[config.mk]
export PLATFORM = sky130hd
export DESIGN_NAME = branch_cache_tuning_lock
export DESIGN_NICKNAME = d
export VERILOG_FILES = /design/src/core/branch_cache_pkg.sv /design/src/core/branch_cache_tuning_lock.sv /design/src/core/slot_replace_select.sv
export VERILOG_INCLUDE_DIRS = /design/src /design/src/core
export SDC_FILE = /design/constraint.sdc
export NUM_CORES = 1
export LEC_CHECK = 0
export BUFFER_PORTS_ARGS = -buffer_cell sky130_fd_sc_hd__buf_2
export CAP_MARGIN = 0
export CORE_ASPECT_RATIO = 1.4
export CORE_UTILIZATION = 53
export DETAILED_ROUTE_END_ITERATION = 7
export GPL_ROUTABILITY_DRIVEN = 0
export GPL_TIMING_DRIVEN = 1
export PLACE_DENSITY = 0.88
export SLEW_MARGIN = 20
export SYNTH_ARGS = -nofsm -noshare
export SYNTH_HDL_FRONTEND = slang
export SYNTH_HIERARCHICAL = 1
export SYNTH_SLANG_ARGS = --single-unit
[constraint.sdc]
create_clock -name sys_clk_in -period 9.24 [get_ports sys_clk_in]
set_input_delay 1.848 -clock sys_clk_in [delete_from_list [all_inputs] [get_ports sys_clk_in]]
set_output_delay 1.848 -clock sys_clk_in [all_outputs]
set_load 0.02 [all_outputs]
[src/core/branch_cache_regs.svh]
// Purpose: register offsets, field positions, reset values for the branch cache tuning and lock block
// Assumes: 8-bit special-function register space
// Notes:   definitions only
`ifndef BRANCH_CACHE_REGS_SVH
`define BRANCH_CACHE_REGS_SVH

// ----------------------------------------------------------------
// offsets
// ----------------------------------------------------------------
`define FLASH_STATUS_ADDR        8'h88
`define CACHE_MISS_ACC_ADDR      8'h9a
`define CACHE_TUNING_ADDR        8'ha2
`define CACHE_LOCK_CTRL_ADDR     8'ha3

// ----------------------------------------------------------------
// fields and reset values
// ----------------------------------------------------------------
`define TUNING_POLICY_BIT        3
`define TUNING_FORCE_BIT         2
`define LOCK_PUSH_BIT            7
`define LOCK_POP_BIT             6
`define ACC_OVF_BIT              7
`define FLASH_BUSY_BIT           0
`define TUNING_LOW_RESET         4'h4
`define LOCK_PTR_RESET           6'h3f
`define SLOT_MAX                 6'h3f
`define LFSR_SEED                8'h01

`endif

[src/core/branch_cache_pkg.sv]
// Purpose: shared types of the branch cache tuning and lock block
// Assumes: constants live in branch_cache_regs.svh
// Notes:   no constants here
package branch_cache_pkg;

  typedef enum logic {POLICY_REBOUND, POLICY_RANDOM} replace_policy_t;

  typedef enum logic {DIR_UP, DIR_DOWN} sweep_dir_t;

  // one request to the cache array to fill a slot
  typedef struct packed {
    logic       write;
    logic       lock;
    logic [5:0] slot;
  } cache_wr_t;

  // one completed fetch from the core
  typedef struct packed {
    logic       done;
    logic       table_read;
  } fetch_done_t;

endpackage

[src/core/branch_cache_tuning_lock.sv]
// Purpose: tuning, slot locking and miss penalty counting for the branch target cache, plus flash busy
// Assumes: all inputs come from logic on sys_clk_in; registers sit on the special-function register port
// Notes:   the cache array itself lives outside; this block tells it where and whether to write
//
// What this block does
// - tuning policy bit 0 selects rebound replacement, 1 selects pseudo-random
// - force bit set puts table-read fill data in slot 0, else policy decides
// - miss data cached only when its stall exceeded the two-bit threshold; a pushed table read is written whatever its stall
// - push enabled: each table read locks its 4-byte segment at pointer, then decrements
// - pointer zero means every slot is unlocked
// - writing one to pop increments pointer, unlocking that slot; pop reads zero
// - pointer is read-only; slots above it are locked unless pointer is zero
// - overflow flag sets on accumulator overflow, holds until accumulator written
// - accumulator counts stall cycles; bits 11-5 readable in low seven bits
// - writing the high accumulator field clears accumulator bits 4-0
// - reading high field returns it and latches bits 4-1 into tuning upper nibble
// - accumulator bit 0 unreadable; total penalty is twice the high:low value
// - flash status bit 0 reads one during flash write or erase
// - rebound sweeps first to last slot, then last back to first
// - flash write or erase always invalidates the affected cache bytes
`timescale 1ns/1ps
`include "branch_cache_regs.svh"

module branch_cache_tuning_lock (
  // clock and reset
  input  wire logic                           sys_clk_in,
  input  wire logic                           rst_n_in,
  // special-function register port
  input  wire logic [7:0]                     sfr_addr_in,
  input  wire logic                           sfr_wr_in,
  input  wire logic                           sfr_rd_in,
  input  wire logic [7:0]                     sfr_wdata_in,
  output logic [7:0]                          sfr_rdata_out,
  // core fetch path
  input  wire logic                           miss_stall_in,
  input  wire branch_cache_pkg::fetch_done_t  fetch_in,
  // flash controller
  input  wire logic                           flash_busy_in,
  input  wire logic                           flash_modify_in,
  input  wire logic [15:0]                    flash_addr_in,
  // cache array
  output branch_cache_pkg::cache_wr_t         cache_wr_out,
  output logic                                flash_inval_out,
  output logic [15:0]                         flash_inval_addr_out,
  output logic [5:0]                          lock_slot_pointer_out
);

  // ----------------------------------------------------------------
  // state
  // ----------------------------------------------------------------
  logic [3:0]  tuning_low;
  logic [3:0]  penalty_count_low;
  logic        lock_push_enable;
  logic [5:0]  lock_slot_pointer;
  logic [11:0] penalty_acc;
  logic        penalty_overflow_flag;
  logic [7:0]  stall_len;
  logic [5:0]  victim;

  // ----------------------------------------------------------------
  // decode
  // ----------------------------------------------------------------
  wire sel_flash  = (sfr_addr_in == `FLASH_STATUS_ADDR);
  wire sel_acc    = (sfr_addr_in == `CACHE_MISS_ACC_ADDR);
  wire sel_tuning = (sfr_addr_in == `CACHE_TUNING_ADDR);
  wire sel_lock   = (sfr_addr_in == `CACHE_LOCK_CTRL_ADDR);

  wire wr_acc    = sfr_wr_in && sel_acc;
  wire rd_acc    = sfr_rd_in && sel_acc;
  wire wr_tuning = sfr_wr_in && sel_tuning;
  wire wr_lock   = sfr_wr_in && sel_lock;
  wire pop_req   = wr_lock && sfr_wdata_in[`LOCK_POP_BIT];

  wire branch_cache_pkg::replace_policy_t policy =
    branch_cache_pkg::replace_policy_t'(tuning_low[`TUNING_POLICY_BIT]);
  wire table_read_slot_zero_force = tuning_low[`TUNING_FORCE_BIT];
  wire [1:0] miss_threshold       = tuning_low[1:0];

  // ----------------------------------------------------------------
  // fill decisions
  // ----------------------------------------------------------------
  // pointer zero drops every lock, so the whole cache becomes replaceable
  wire        all_unlocked = (lock_slot_pointer == 6'h00);
  wire [5:0]  replace_limit = all_unlocked ? `SLOT_MAX : lock_slot_pointer;

  wire push_op   = fetch_in.done && fetch_in.table_read && lock_push_enable;
  // stall_len counts this fetch's stall cycles up to completion
  // one bit wider so a saturated count plus this cycle cannot wrap to zero
  wire [8:0] stall_total = {1'b0, stall_len} + {8'h00, miss_stall_in};
  wire over_thr  = stall_total > {7'h00, miss_threshold};
  wire fill_op   = fetch_in.done && !push_op && over_thr;
  wire force_z   = fill_op && fetch_in.table_read && table_read_slot_zero_force;
  wire advance   = fill_op && !force_z;

  wire [5:0] fill_slot = force_z ? 6'h00 : victim;

  wire branch_cache_pkg::cache_wr_t next_cache_wr = '{
    write: push_op || fill_op,
    lock:  push_op,
    slot:  push_op ? lock_slot_pointer : fill_slot
  };

  // pop after push in the same cycle nets out to no move
  wire [5:0] next_lock_slot_pointer =
    lock_slot_pointer - {5'h00, push_op} + {5'h00, pop_req};

  // ----------------------------------------------------------------
  // accumulator
  // ----------------------------------------------------------------
  // a write clears the five hidden bits; a stall in the same cycle still counts
  wire [11:0] acc_base = wr_acc ? {sfr_wdata_in[6:0], 5'h00} : penalty_acc;
  wire [12:0] acc_sum  = {1'b0, acc_base} + {12'h000, miss_stall_in};
  wire        next_overflow = acc_sum[12] || (!wr_acc && penalty_overflow_flag);

  // ----------------------------------------------------------------
  // read mux
  // ----------------------------------------------------------------
  wire [7:0] rd_flash  = {7'h00, flash_busy_in};
  wire [7:0] rd_acc_v  = {penalty_overflow_flag, penalty_acc[11:5]};
  wire [7:0] rd_tuning = {penalty_count_low, tuning_low};
  wire [7:0] rd_lock   = {lock_push_enable, 1'b0, lock_slot_pointer};
  wire [7:0] next_rdata = sel_flash  ? rd_flash  :
                          sel_acc    ? rd_acc_v  :
                          sel_tuning ? rd_tuning :
                          sel_lock   ? rd_lock   : 8'h00;

  // ----------------------------------------------------------------
  // replacement
  // ----------------------------------------------------------------
  slot_replace_select u_select (
    .sys_clk_in (sys_clk_in),
    .rst_n_in   (rst_n_in),
    .policy_in  (policy),
    .limit_in   (replace_limit),
    .advance_in (advance),
    .slot_out   (victim)
  );

  // ----------------------------------------------------------------
  // registers
  // ----------------------------------------------------------------
  always_ff @(posedge sys_clk_in or negedge rst_n_in) begin
    if (!rst_n_in) begin
      tuning_low <= `TUNING_LOW_RESET;
    end else if (wr_tuning) begin
      tuning_low <= sfr_wdata_in[3:0];
    end
  end

  // upper nibble only moves on a read of the high field, so both halves match
  always_ff @(posedge sys_clk_in or negedge rst_n_in) begin
    if (!rst_n_in) begin
      penalty_count_low <= 4'h0;
    end else if (rd_acc) begin
      penalty_count_low <= penalty_acc[4:1];
    end
  end

  always_ff @(posedge sys_clk_in or negedge rst_n_in) begin
    if (!rst_n_in) begin
      lock_push_enable  <= 1'b0;
      lock_slot_pointer <= `LOCK_PTR_RESET;
    end else begin
      if (wr_lock) begin
        lock_push_enable <= sfr_wdata_in[`LOCK_PUSH_BIT];
      end
      lock_slot_pointer <= next_lock_slot_pointer;
    end
  end

  always_ff @(posedge sys_clk_in or negedge rst_n_in) begin
    if (!rst_n_in) begin
      penalty_acc           <= 12'h000;
      penalty_overflow_flag <= 1'b0;
    end else begin
      penalty_acc           <= acc_sum[11:0];
      penalty_overflow_flag <= next_overflow;
    end
  end

  always_ff @(posedge sys_clk_in or negedge rst_n_in) begin
    if (!rst_n_in) begin
      stall_len <= 8'h00;
    end else if (fetch_in.done) begin
      stall_len <= 8'h00;
    end else if (miss_stall_in && stall_len != 8'hff) begin
      stall_len <= stall_len + 8'h01;
    end
  end

  // ----------------------------------------------------------------
  // outputs
  // ----------------------------------------------------------------
  always_ff @(posedge sys_clk_in or negedge rst_n_in) begin
    if (!rst_n_in) begin
      sfr_rdata_out         <= 8'h00;
      cache_wr_out          <= '0;
      flash_inval_out       <= 1'b0;
      flash_inval_addr_out  <= 16'h0000;
      lock_slot_pointer_out <= `LOCK_PTR_RESET;
    end else begin
      if (sfr_rd_in) begin
        sfr_rdata_out <= next_rdata;
      end
      cache_wr_out          <= next_cache_wr;
      // independent of any cache write enable elsewhere
      flash_inval_out       <= flash_modify_in;
      flash_inval_addr_out  <= flash_addr_in;
      lock_slot_pointer_out <= next_lock_slot_pointer;
    end
  end

endmodule

[src/core/slot_replace_select.sv]
// Purpose: picks the next victim slot among unlocked slots
// Assumes: limit is the highest replaceable slot
// Notes:   the rebound sweep advances only when a normal fill uses the pick
`timescale 1ns/1ps
`include "branch_cache_regs.svh"

module slot_replace_select (
  // clock and reset
  input  wire logic                            sys_clk_in,
  input  wire logic                            rst_n_in,
  // control
  input  wire branch_cache_pkg::replace_policy_t policy_in,
  input  wire logic [5:0]                      limit_in,
  input  wire logic                            advance_in,
  // pick
  output logic [5:0]                           slot_out
);

  logic [7:0]                   lfsr;
  logic [5:0]                   pos;
  branch_cache_pkg::sweep_dir_t dir;
  wire  [6:0]                   span      = {1'b0, limit_in} + 7'h01;
  wire  [6:0]                   rnd_pick  = {1'b0, lfsr[5:0]} % span;
  wire  [5:0]                   pos_clamp = (pos > limit_in) ? limit_in : pos;
  wire                          lfsr_fb   = lfsr[7] ^ lfsr[5] ^ lfsr[4] ^ lfsr[3];

  // ----------------------------------------------------------------
  // selection
  // ----------------------------------------------------------------
  // modulo keeps the random pick below the lock boundary
  assign slot_out = (policy_in == branch_cache_pkg::POLICY_RANDOM) ? rnd_pick[5:0] : pos_clamp;

  // free running so the pick does not repeat with the fill pattern
  always_ff @(posedge sys_clk_in or negedge rst_n_in) begin
    if (!rst_n_in) begin
      lfsr <= `LFSR_SEED;
    end else begin
      lfsr <= {lfsr[6:0], lfsr_fb};
    end
  end

  // ----------------------------------------------------------------
  // rebound sweep
  // ----------------------------------------------------------------
  always_ff @(posedge sys_clk_in or negedge rst_n_in) begin
    if (!rst_n_in) begin
      pos <= 6'h00;
      dir <= branch_cache_pkg::DIR_UP;
    end else if (advance_in && policy_in == branch_cache_pkg::POLICY_REBOUND) begin
      case (dir)
        branch_cache_pkg::DIR_UP: begin
          if (pos_clamp >= limit_in) begin
            dir <= branch_cache_pkg::DIR_DOWN;
            pos <= (pos_clamp == 6'h00) ? 6'h00 : pos_clamp - 6'h01;
          end else begin
            pos <= pos_clamp + 6'h01;
          end
        end
        branch_cache_pkg::DIR_DOWN: begin
          if (pos_clamp == 6'h00) begin
            dir <= branch_cache_pkg::DIR_UP;
            pos <= (limit_in == 6'h00) ? 6'h00 : 6'h01;
          end else begin
            pos <= pos_clamp - 6'h01;
          end
        end
        default: begin
          dir <= branch_cache_pkg::DIR_UP;
        end
      endcase
    end
  end

endmodule

Word-level counts from Yosys, hierarchy flattened

Cells that the tools add are included.

Bits in registers: 84
Bits of input ports: 41
Output and inout port bits: 39
Word-level logic and storage cells: 82

$add $sub $neg: 8
Divide/modulo/power cells: 1
$lt $le $gt $ge: 3
Eq/ne operators: 5
Mux-type cells: 20
Bitwise gates (word level): 5
Reductions and logical operators: 24

Operators with widths:

| operator              | number |
|---|---|
| $mux W6               | 8 |
| $mux W8               | 6 |
| $eq A8 B8 Y1 const B  | 4 |
| $logic_not A6 Y1      | 3 |
| $logic_and A1 B1 Y1   | 15 |
| $add A12 B1 Y13       | 1 |
| $mux W12              | 1 |
| $pmux W6 S2           | 1 |
| $add A8 B1 Y9         | 1 |
| $gt A9 B2 Y1          | 1 |
| $add A8 B1 Y8 const B | 1 |
| $ne A8 B8 Y1 const B  | 1 |
| $add A6 B1 Y7 const B | 1 |
| $mod A6 B7 Y7         | 1 |
| $add A6 B1 Y6         | 1 |
| $add A6 B1 Y6 const B | 1 |
| $ge A6 B6 Y1          | 1 |
| $gt A6 B6 Y1          | 1 |
| $sub A6 B1 Y6         | 1 |
| $sub A6 B1 Y6 const B | 1 |
| $logic_not A1 Y1      | 3 |
| $mux W1               | 3 |
| $xor A1 B1 Y1         | 3 |
| $logic_or A1 B1 Y1    | 2 |
| other kinds (3)       | 4 |

Longest topological paths before layout

Depth in word-level cells: 10
Gate-level depth with buffers: 50
Gate-level depth less buffers: 49

Modules after synthesis

The synthesis kept the hierarchy.

By module, submodules not included:

| module                   | times used | cells each | area each (sq um) | sequential area each (sq um) |
|---|---|---|---|---|
| branch_cache_tuning_lock | 1          | 320        | 3,452.1           | 1,735.4 |
| slot_replace_select      | 1          | 318        | 2,686.3           | 376.6 |

Worst setup path before layout

No wires, ideal clock.

Path kind: reg2reg
From: register lock_slot_pointer[2]
To: register cache_wr_out[3] (netlist name)
Library setup time: 94 ps
Arrival time: 10,142 ps
Required time: 9,146 ps
Setup slack: -996 ps
Stages on the path, launching flop included: 48
Path buffers: 1
Period minus slack after synthesis: 10,236 ps
Cells stage by stage: dfstp_2 inv_1 ha_1 nor4bb_1 or2_2 ha_1 and2b_1 mux2i_2 or2_2 nor2_1 ha_1 o21ai_0 nor2b_1 or4_1 nand2_1 ha_1 o21a_1 o21ai_1 [12 not listed] a211oi_2 mux2_2 ha_1 and4_1 a311o_1 o221a_2 clkbuf_1 mux2_2 ha_1 o21ai_0 a21boi_0 o21ai_0 a31oi_1 inv_1 nand2_1 o221a_1 a21oi_1 a211oi_1

RTL lines:

| item                     | RTL line                        | RTL |
|---|---|---|
| start: declaration       | branch_cache_tuning_lock.sv:54  | `logic [5:0] lock_slot_pointer;` |
| start signal: assignment | branch_cache_tuning_lock.sv:162 | `` lock_slot_pointer <= `LOCK_PTR_RESET; `` |
| start signal: assignment | branch_cache_tuning_lock.sv:167 | `lock_slot_pointer <= next_lock_slot_pointer;` |
| end signal: assignment   | branch_cache_tuning_lock.sv:205 | `cache_wr_out <= next_cache_wr;` |
| end: declaration         | branch_cache_tuning_lock.sv:42  | `output branch_cache_pkg::cache_wr_t cache_wr_out,` |

==> reports/results.tsv <==
stage	metric	value	unit
drt	via_per_inst	6.25	
logic_synthesis	synth-main-ff-cell	dfrtp_1	
outcome	violations	design-rule violations, negative setup slack	
outcome	status	finished with violations	
floorplanning	num_rows	46	
finish	nFillCells	758	
global_routing	grt_pass1_wl	30100	um
timing	hold_viol_final	0	
logic_synthesis	synth_top_area_share	31.0	%
logic_synthesis	synth_nets	743	
drt	wl	19000	um
logic_synthesis	synth_top_cell_by_area	dfrtp_1	
floorplanning	core_area	0.0113	mm2
pwr	power_leakage	3.88	nW
logic_synthesis	synth_area	0.00614	mm2
clock_network	cts_buffers	9	
pwr	p_clk_share	11.1	%
critical_path	worstSetupPathType	flip-flop to flip-flop	
critical_path	ff2ff_path_depth	47	
finish	nets	921	
global_routing	grt_max_degree	85	
global_routing	grt_pass1_vias	6472	
finish	layoutNonFillerInstCount	965	
drt	first_pass_iters	7	
logic_synthesis	postSynthAreaPerCell	9.62	um2
timing	period_minus_slack	9.85	ns
timing	setup_ws	-0.609	ns
hold_path	holdPathStages	0	
placed_design	dpl-instance-area	0.00725	mm2
finish	final_common_cell	buf_4	
finish	antennaDiodeCount	0	
critical_path	worstSetupStartpointType	flip-flop	
drt	drc	1	
pwr	peakVddDrop	0.230	mV
clock_network	clk_pin_slew	0.07	ns
critical_path	cp_num_buf_inv	6	
clock_network	cts.sinks	84	
timing	worst_pin_slew	0.838	ns
pwr	switching_share	45.5	%
critical_path	slowest_stage	dfstp_2	
drt	drt_iter0_drc	383	
placed_design	io_buffers	79	
global_routing	overflow	0	
hold_path	hold_class	flip-flop to flip-flop	
critical_path	rrSetupSlack	-0.61	ns
global_routing	antenna_found_initial	0	
clock_network	cts-htree-levels	3	
floorplanning	ios	80	
timing	setup_viol	6	
clock_network	clk_latency	0.35	ns
logic_synthesis	netlist_top_cells_area	dfrtp_1, ha_1, xnor2_1	
clock_network	cts_tree	yes	
finish	final_area	0.00827	mm2
pwr	cellPowerDensity	376	mW/mm2
drt	wl_per_cell	19.7	um
floorplanning	initial_utilization	54.4	%
floorplanning	dieArea	0.0120	mm2
critical_path	worstReg2RegEnd	cache_wr_out[3]	
pwr	switchingPower	1.42	mW
pwr	seq_power_share	16.4	%
critical_path	slowest_delay	0.54	ns
finish	syn2layout_area_growth	34.8	%
drt	vias	6033	
logic_synthesis	yosysWarnings	6	
timing	holdWs	0.349	ns
global_routing	grt_usage	32.2	%
hold_path	hold-path-endpoint	u_select/lfsr[7]	
drt	drtAntennaViolNets	0	
placed_design	dp.cells	912	
critical_path	critPathCaptureType	flip-flop	
critical_path	r2r-start	lock_slot_pointer[4]	
timing	relSlewSlack	43.8	%
logic_synthesis	synth_enable_flop_cells	0	
run	maxCapViolCount	0	
clock_network	cts_buffer_depth	2	
finish	layout-drive-gt1-share	41.5	%
timing	rsz0062_at_grt	true	
clock_network	cts_hold_buf	0	
pwr	comb_power_share	72.4	%
finish	layout_common_cells	buf_4, buf_2, dfrtp_1	
timing	fin_crit_sh	107	%
finish	multi_input_area	0.00429	mm2
logic_synthesis	synth_cells	638	
floorplanning	die_y	129	um
timing	slew_viol_final	0	
critical_path	critPathMaxFanout	7	
logic_synthesis	ys_ff_latch	84	
finish	seq_area	0.00211	mm2
logic_synthesis	async_flop_share	100	%
floorplanning	die_x	93.0	um
logic_synthesis	synth_seq_area_share	34.4	%
logic_synthesis	synth_cell_types	85	
timing	max_freq	102	MHz
critical_path	crit_arrival	10.06	ns
critical_path	cp.required	9.45	ns
pwr	total_power	3.11	mW
hold_path	hold_start	u_select/lfsr[6]	
clock_network	root_buffer	clkbuf_16	
pwr	intPower	1.70	mW
placed_design	dpl.hpwl	12900	um
critical_path	crit_top_cell	ha_4	
critical_path	crit_family	compound AO/OA/AOI/OAI gates	
timing	clock_skew	0.00822	ns
worst max path at each step:
stage,from,endpoint,slack [ns],cells after the start
after floorplan,lock_slot_pointer[2],cache_wr_out[3],-0.34,47
after global placement,lock_slot_pointer[5],cache_wr_out[1],-0.24,49
after detailed placement,lock_slot_pointer[5],cache_wr_out[1],-0.88,50
after CTS,lock_slot_pointer[4],cache_wr_out[0],-0.16,46
after global routing,lock_slot_pointer[4],cache_wr_out[3],-0.96,53
final,lock_slot_pointer[4],cache_wr_out[3],-0.61,47
cell usage after synthesis (all sizes together), types with 5 or more instances:
cell and n:
dfrtp 76, ha 62, nor2 54, inv 53, a21oi 38, nand2 32, xnor2 29, o21ai 26
mux2 19, nand3 16, clkbuf 13, mux2i 13, a211oi 12, o21a 12, or2 12, xor2 12
nor3 11, a22oi 8, a31oi 8, dfstp 8, nor2b 8, o31ai 8, a311oi 7, a31o 7
nand4 7, a211o 5, and4 5, buf 5, o211ai 5, or4 5
worst reg2reg max path, delay by kind of cell (launching register included):
| family | cells | cell delay (ns) |
|---|---|---|
| muxes | 4 | 0.95 |
| xor gates and xnor gates | 1 | 0.10 |
| AOI/OAI and AO/OA | 15 | 2.76 |
| buffers and inverters | 6 | 0.74 |
| DFF | 1 | 0.54 |
| and+or+nand+nor | 13 | 2.72 |
| adders and majority gates | 8 | 1.90 |
per-layer routing:
metal | vias to the layer above | part of all wire [%] | track usage (%)
li1 | 2679 | - | -
met1 | 2890 | 35 | 31.8
met2 | 331 | 53 | 59.9
met3 | 133 | 5.7 | 6.87
met4 | 0 | 6.9 | 20.9
met5 | - | 0 | 0
per-stage QoR:
stage | setup TNS [ns] | setup WS, ns | util, %
2_1_floorplan | -1.88 | -0.338 | -
3_3_place_gp | -0.803 | -0.238 | 64.3
3_5_place_dp | -4.78 | -0.876 | 64.3
4_1_cts | -0.775 | -0.163 | 71.4
5_1_grt | -5.51 | -0.963 | 73.3
6_report | -3.32 | -0.609 | 73.3
power by group through the flow:
stage               registers [mW]  clock network [mW]  logic [mW]
CTS                          0.509               0.351        2.06
finish                       0.511               0.347        2.26
global placement             0.511                   0        1.71
floorplan                    0.550                   0        1.16
global route                 0.518               0.362        2.42
detailed placement           0.514                   0        1.83
flip-flops by register name (all words and copies together) (netlist names):
name                   flops
u_select/lfsr              8
sfr_rdata_out              8
penalty_count_low          4
u_select/dir               1
flash_inval_out            1
penalty_acc               12
lock_slot_pointer          6
penalty_overflow_flag      1
stall_len                  8
tuning_low                 4
lock_push_enable           1
flash_inval_addr_out      16
u_select/pos               6
cache_wr_out               8
repair_timing:
action | in CTS | in global routing
pin swaps | 33 | 24
setup endpoints to repair | 6 | 6
buffers inserted | 28 | 9
resized for setup | 55 | 24
cells by family after synthesis:
logic type	Yosys count	share of synthesized area [%]
buffers and inverters	71	4.52
XOR/XNOR	41	5.97
adder cells (fa/ha/maj)	64	13.3
AND/OR/NAND/NOR	182	16.3
AO/OA/AOI/OAI	164	19.6
flip-flops	84	34.4
multiplexers	32	5.93
final cells by class:
class	instances	share of cell area [%]
clock buffers	10	2.77
flip-flops and latches	84	25.5
multi-input cells	483	51.8
clock inverters	6	0.681
repair buffers	185	14.6
inverters	53	2.40
well taps	144	2.18
Power figures use the tool's default switching activity.
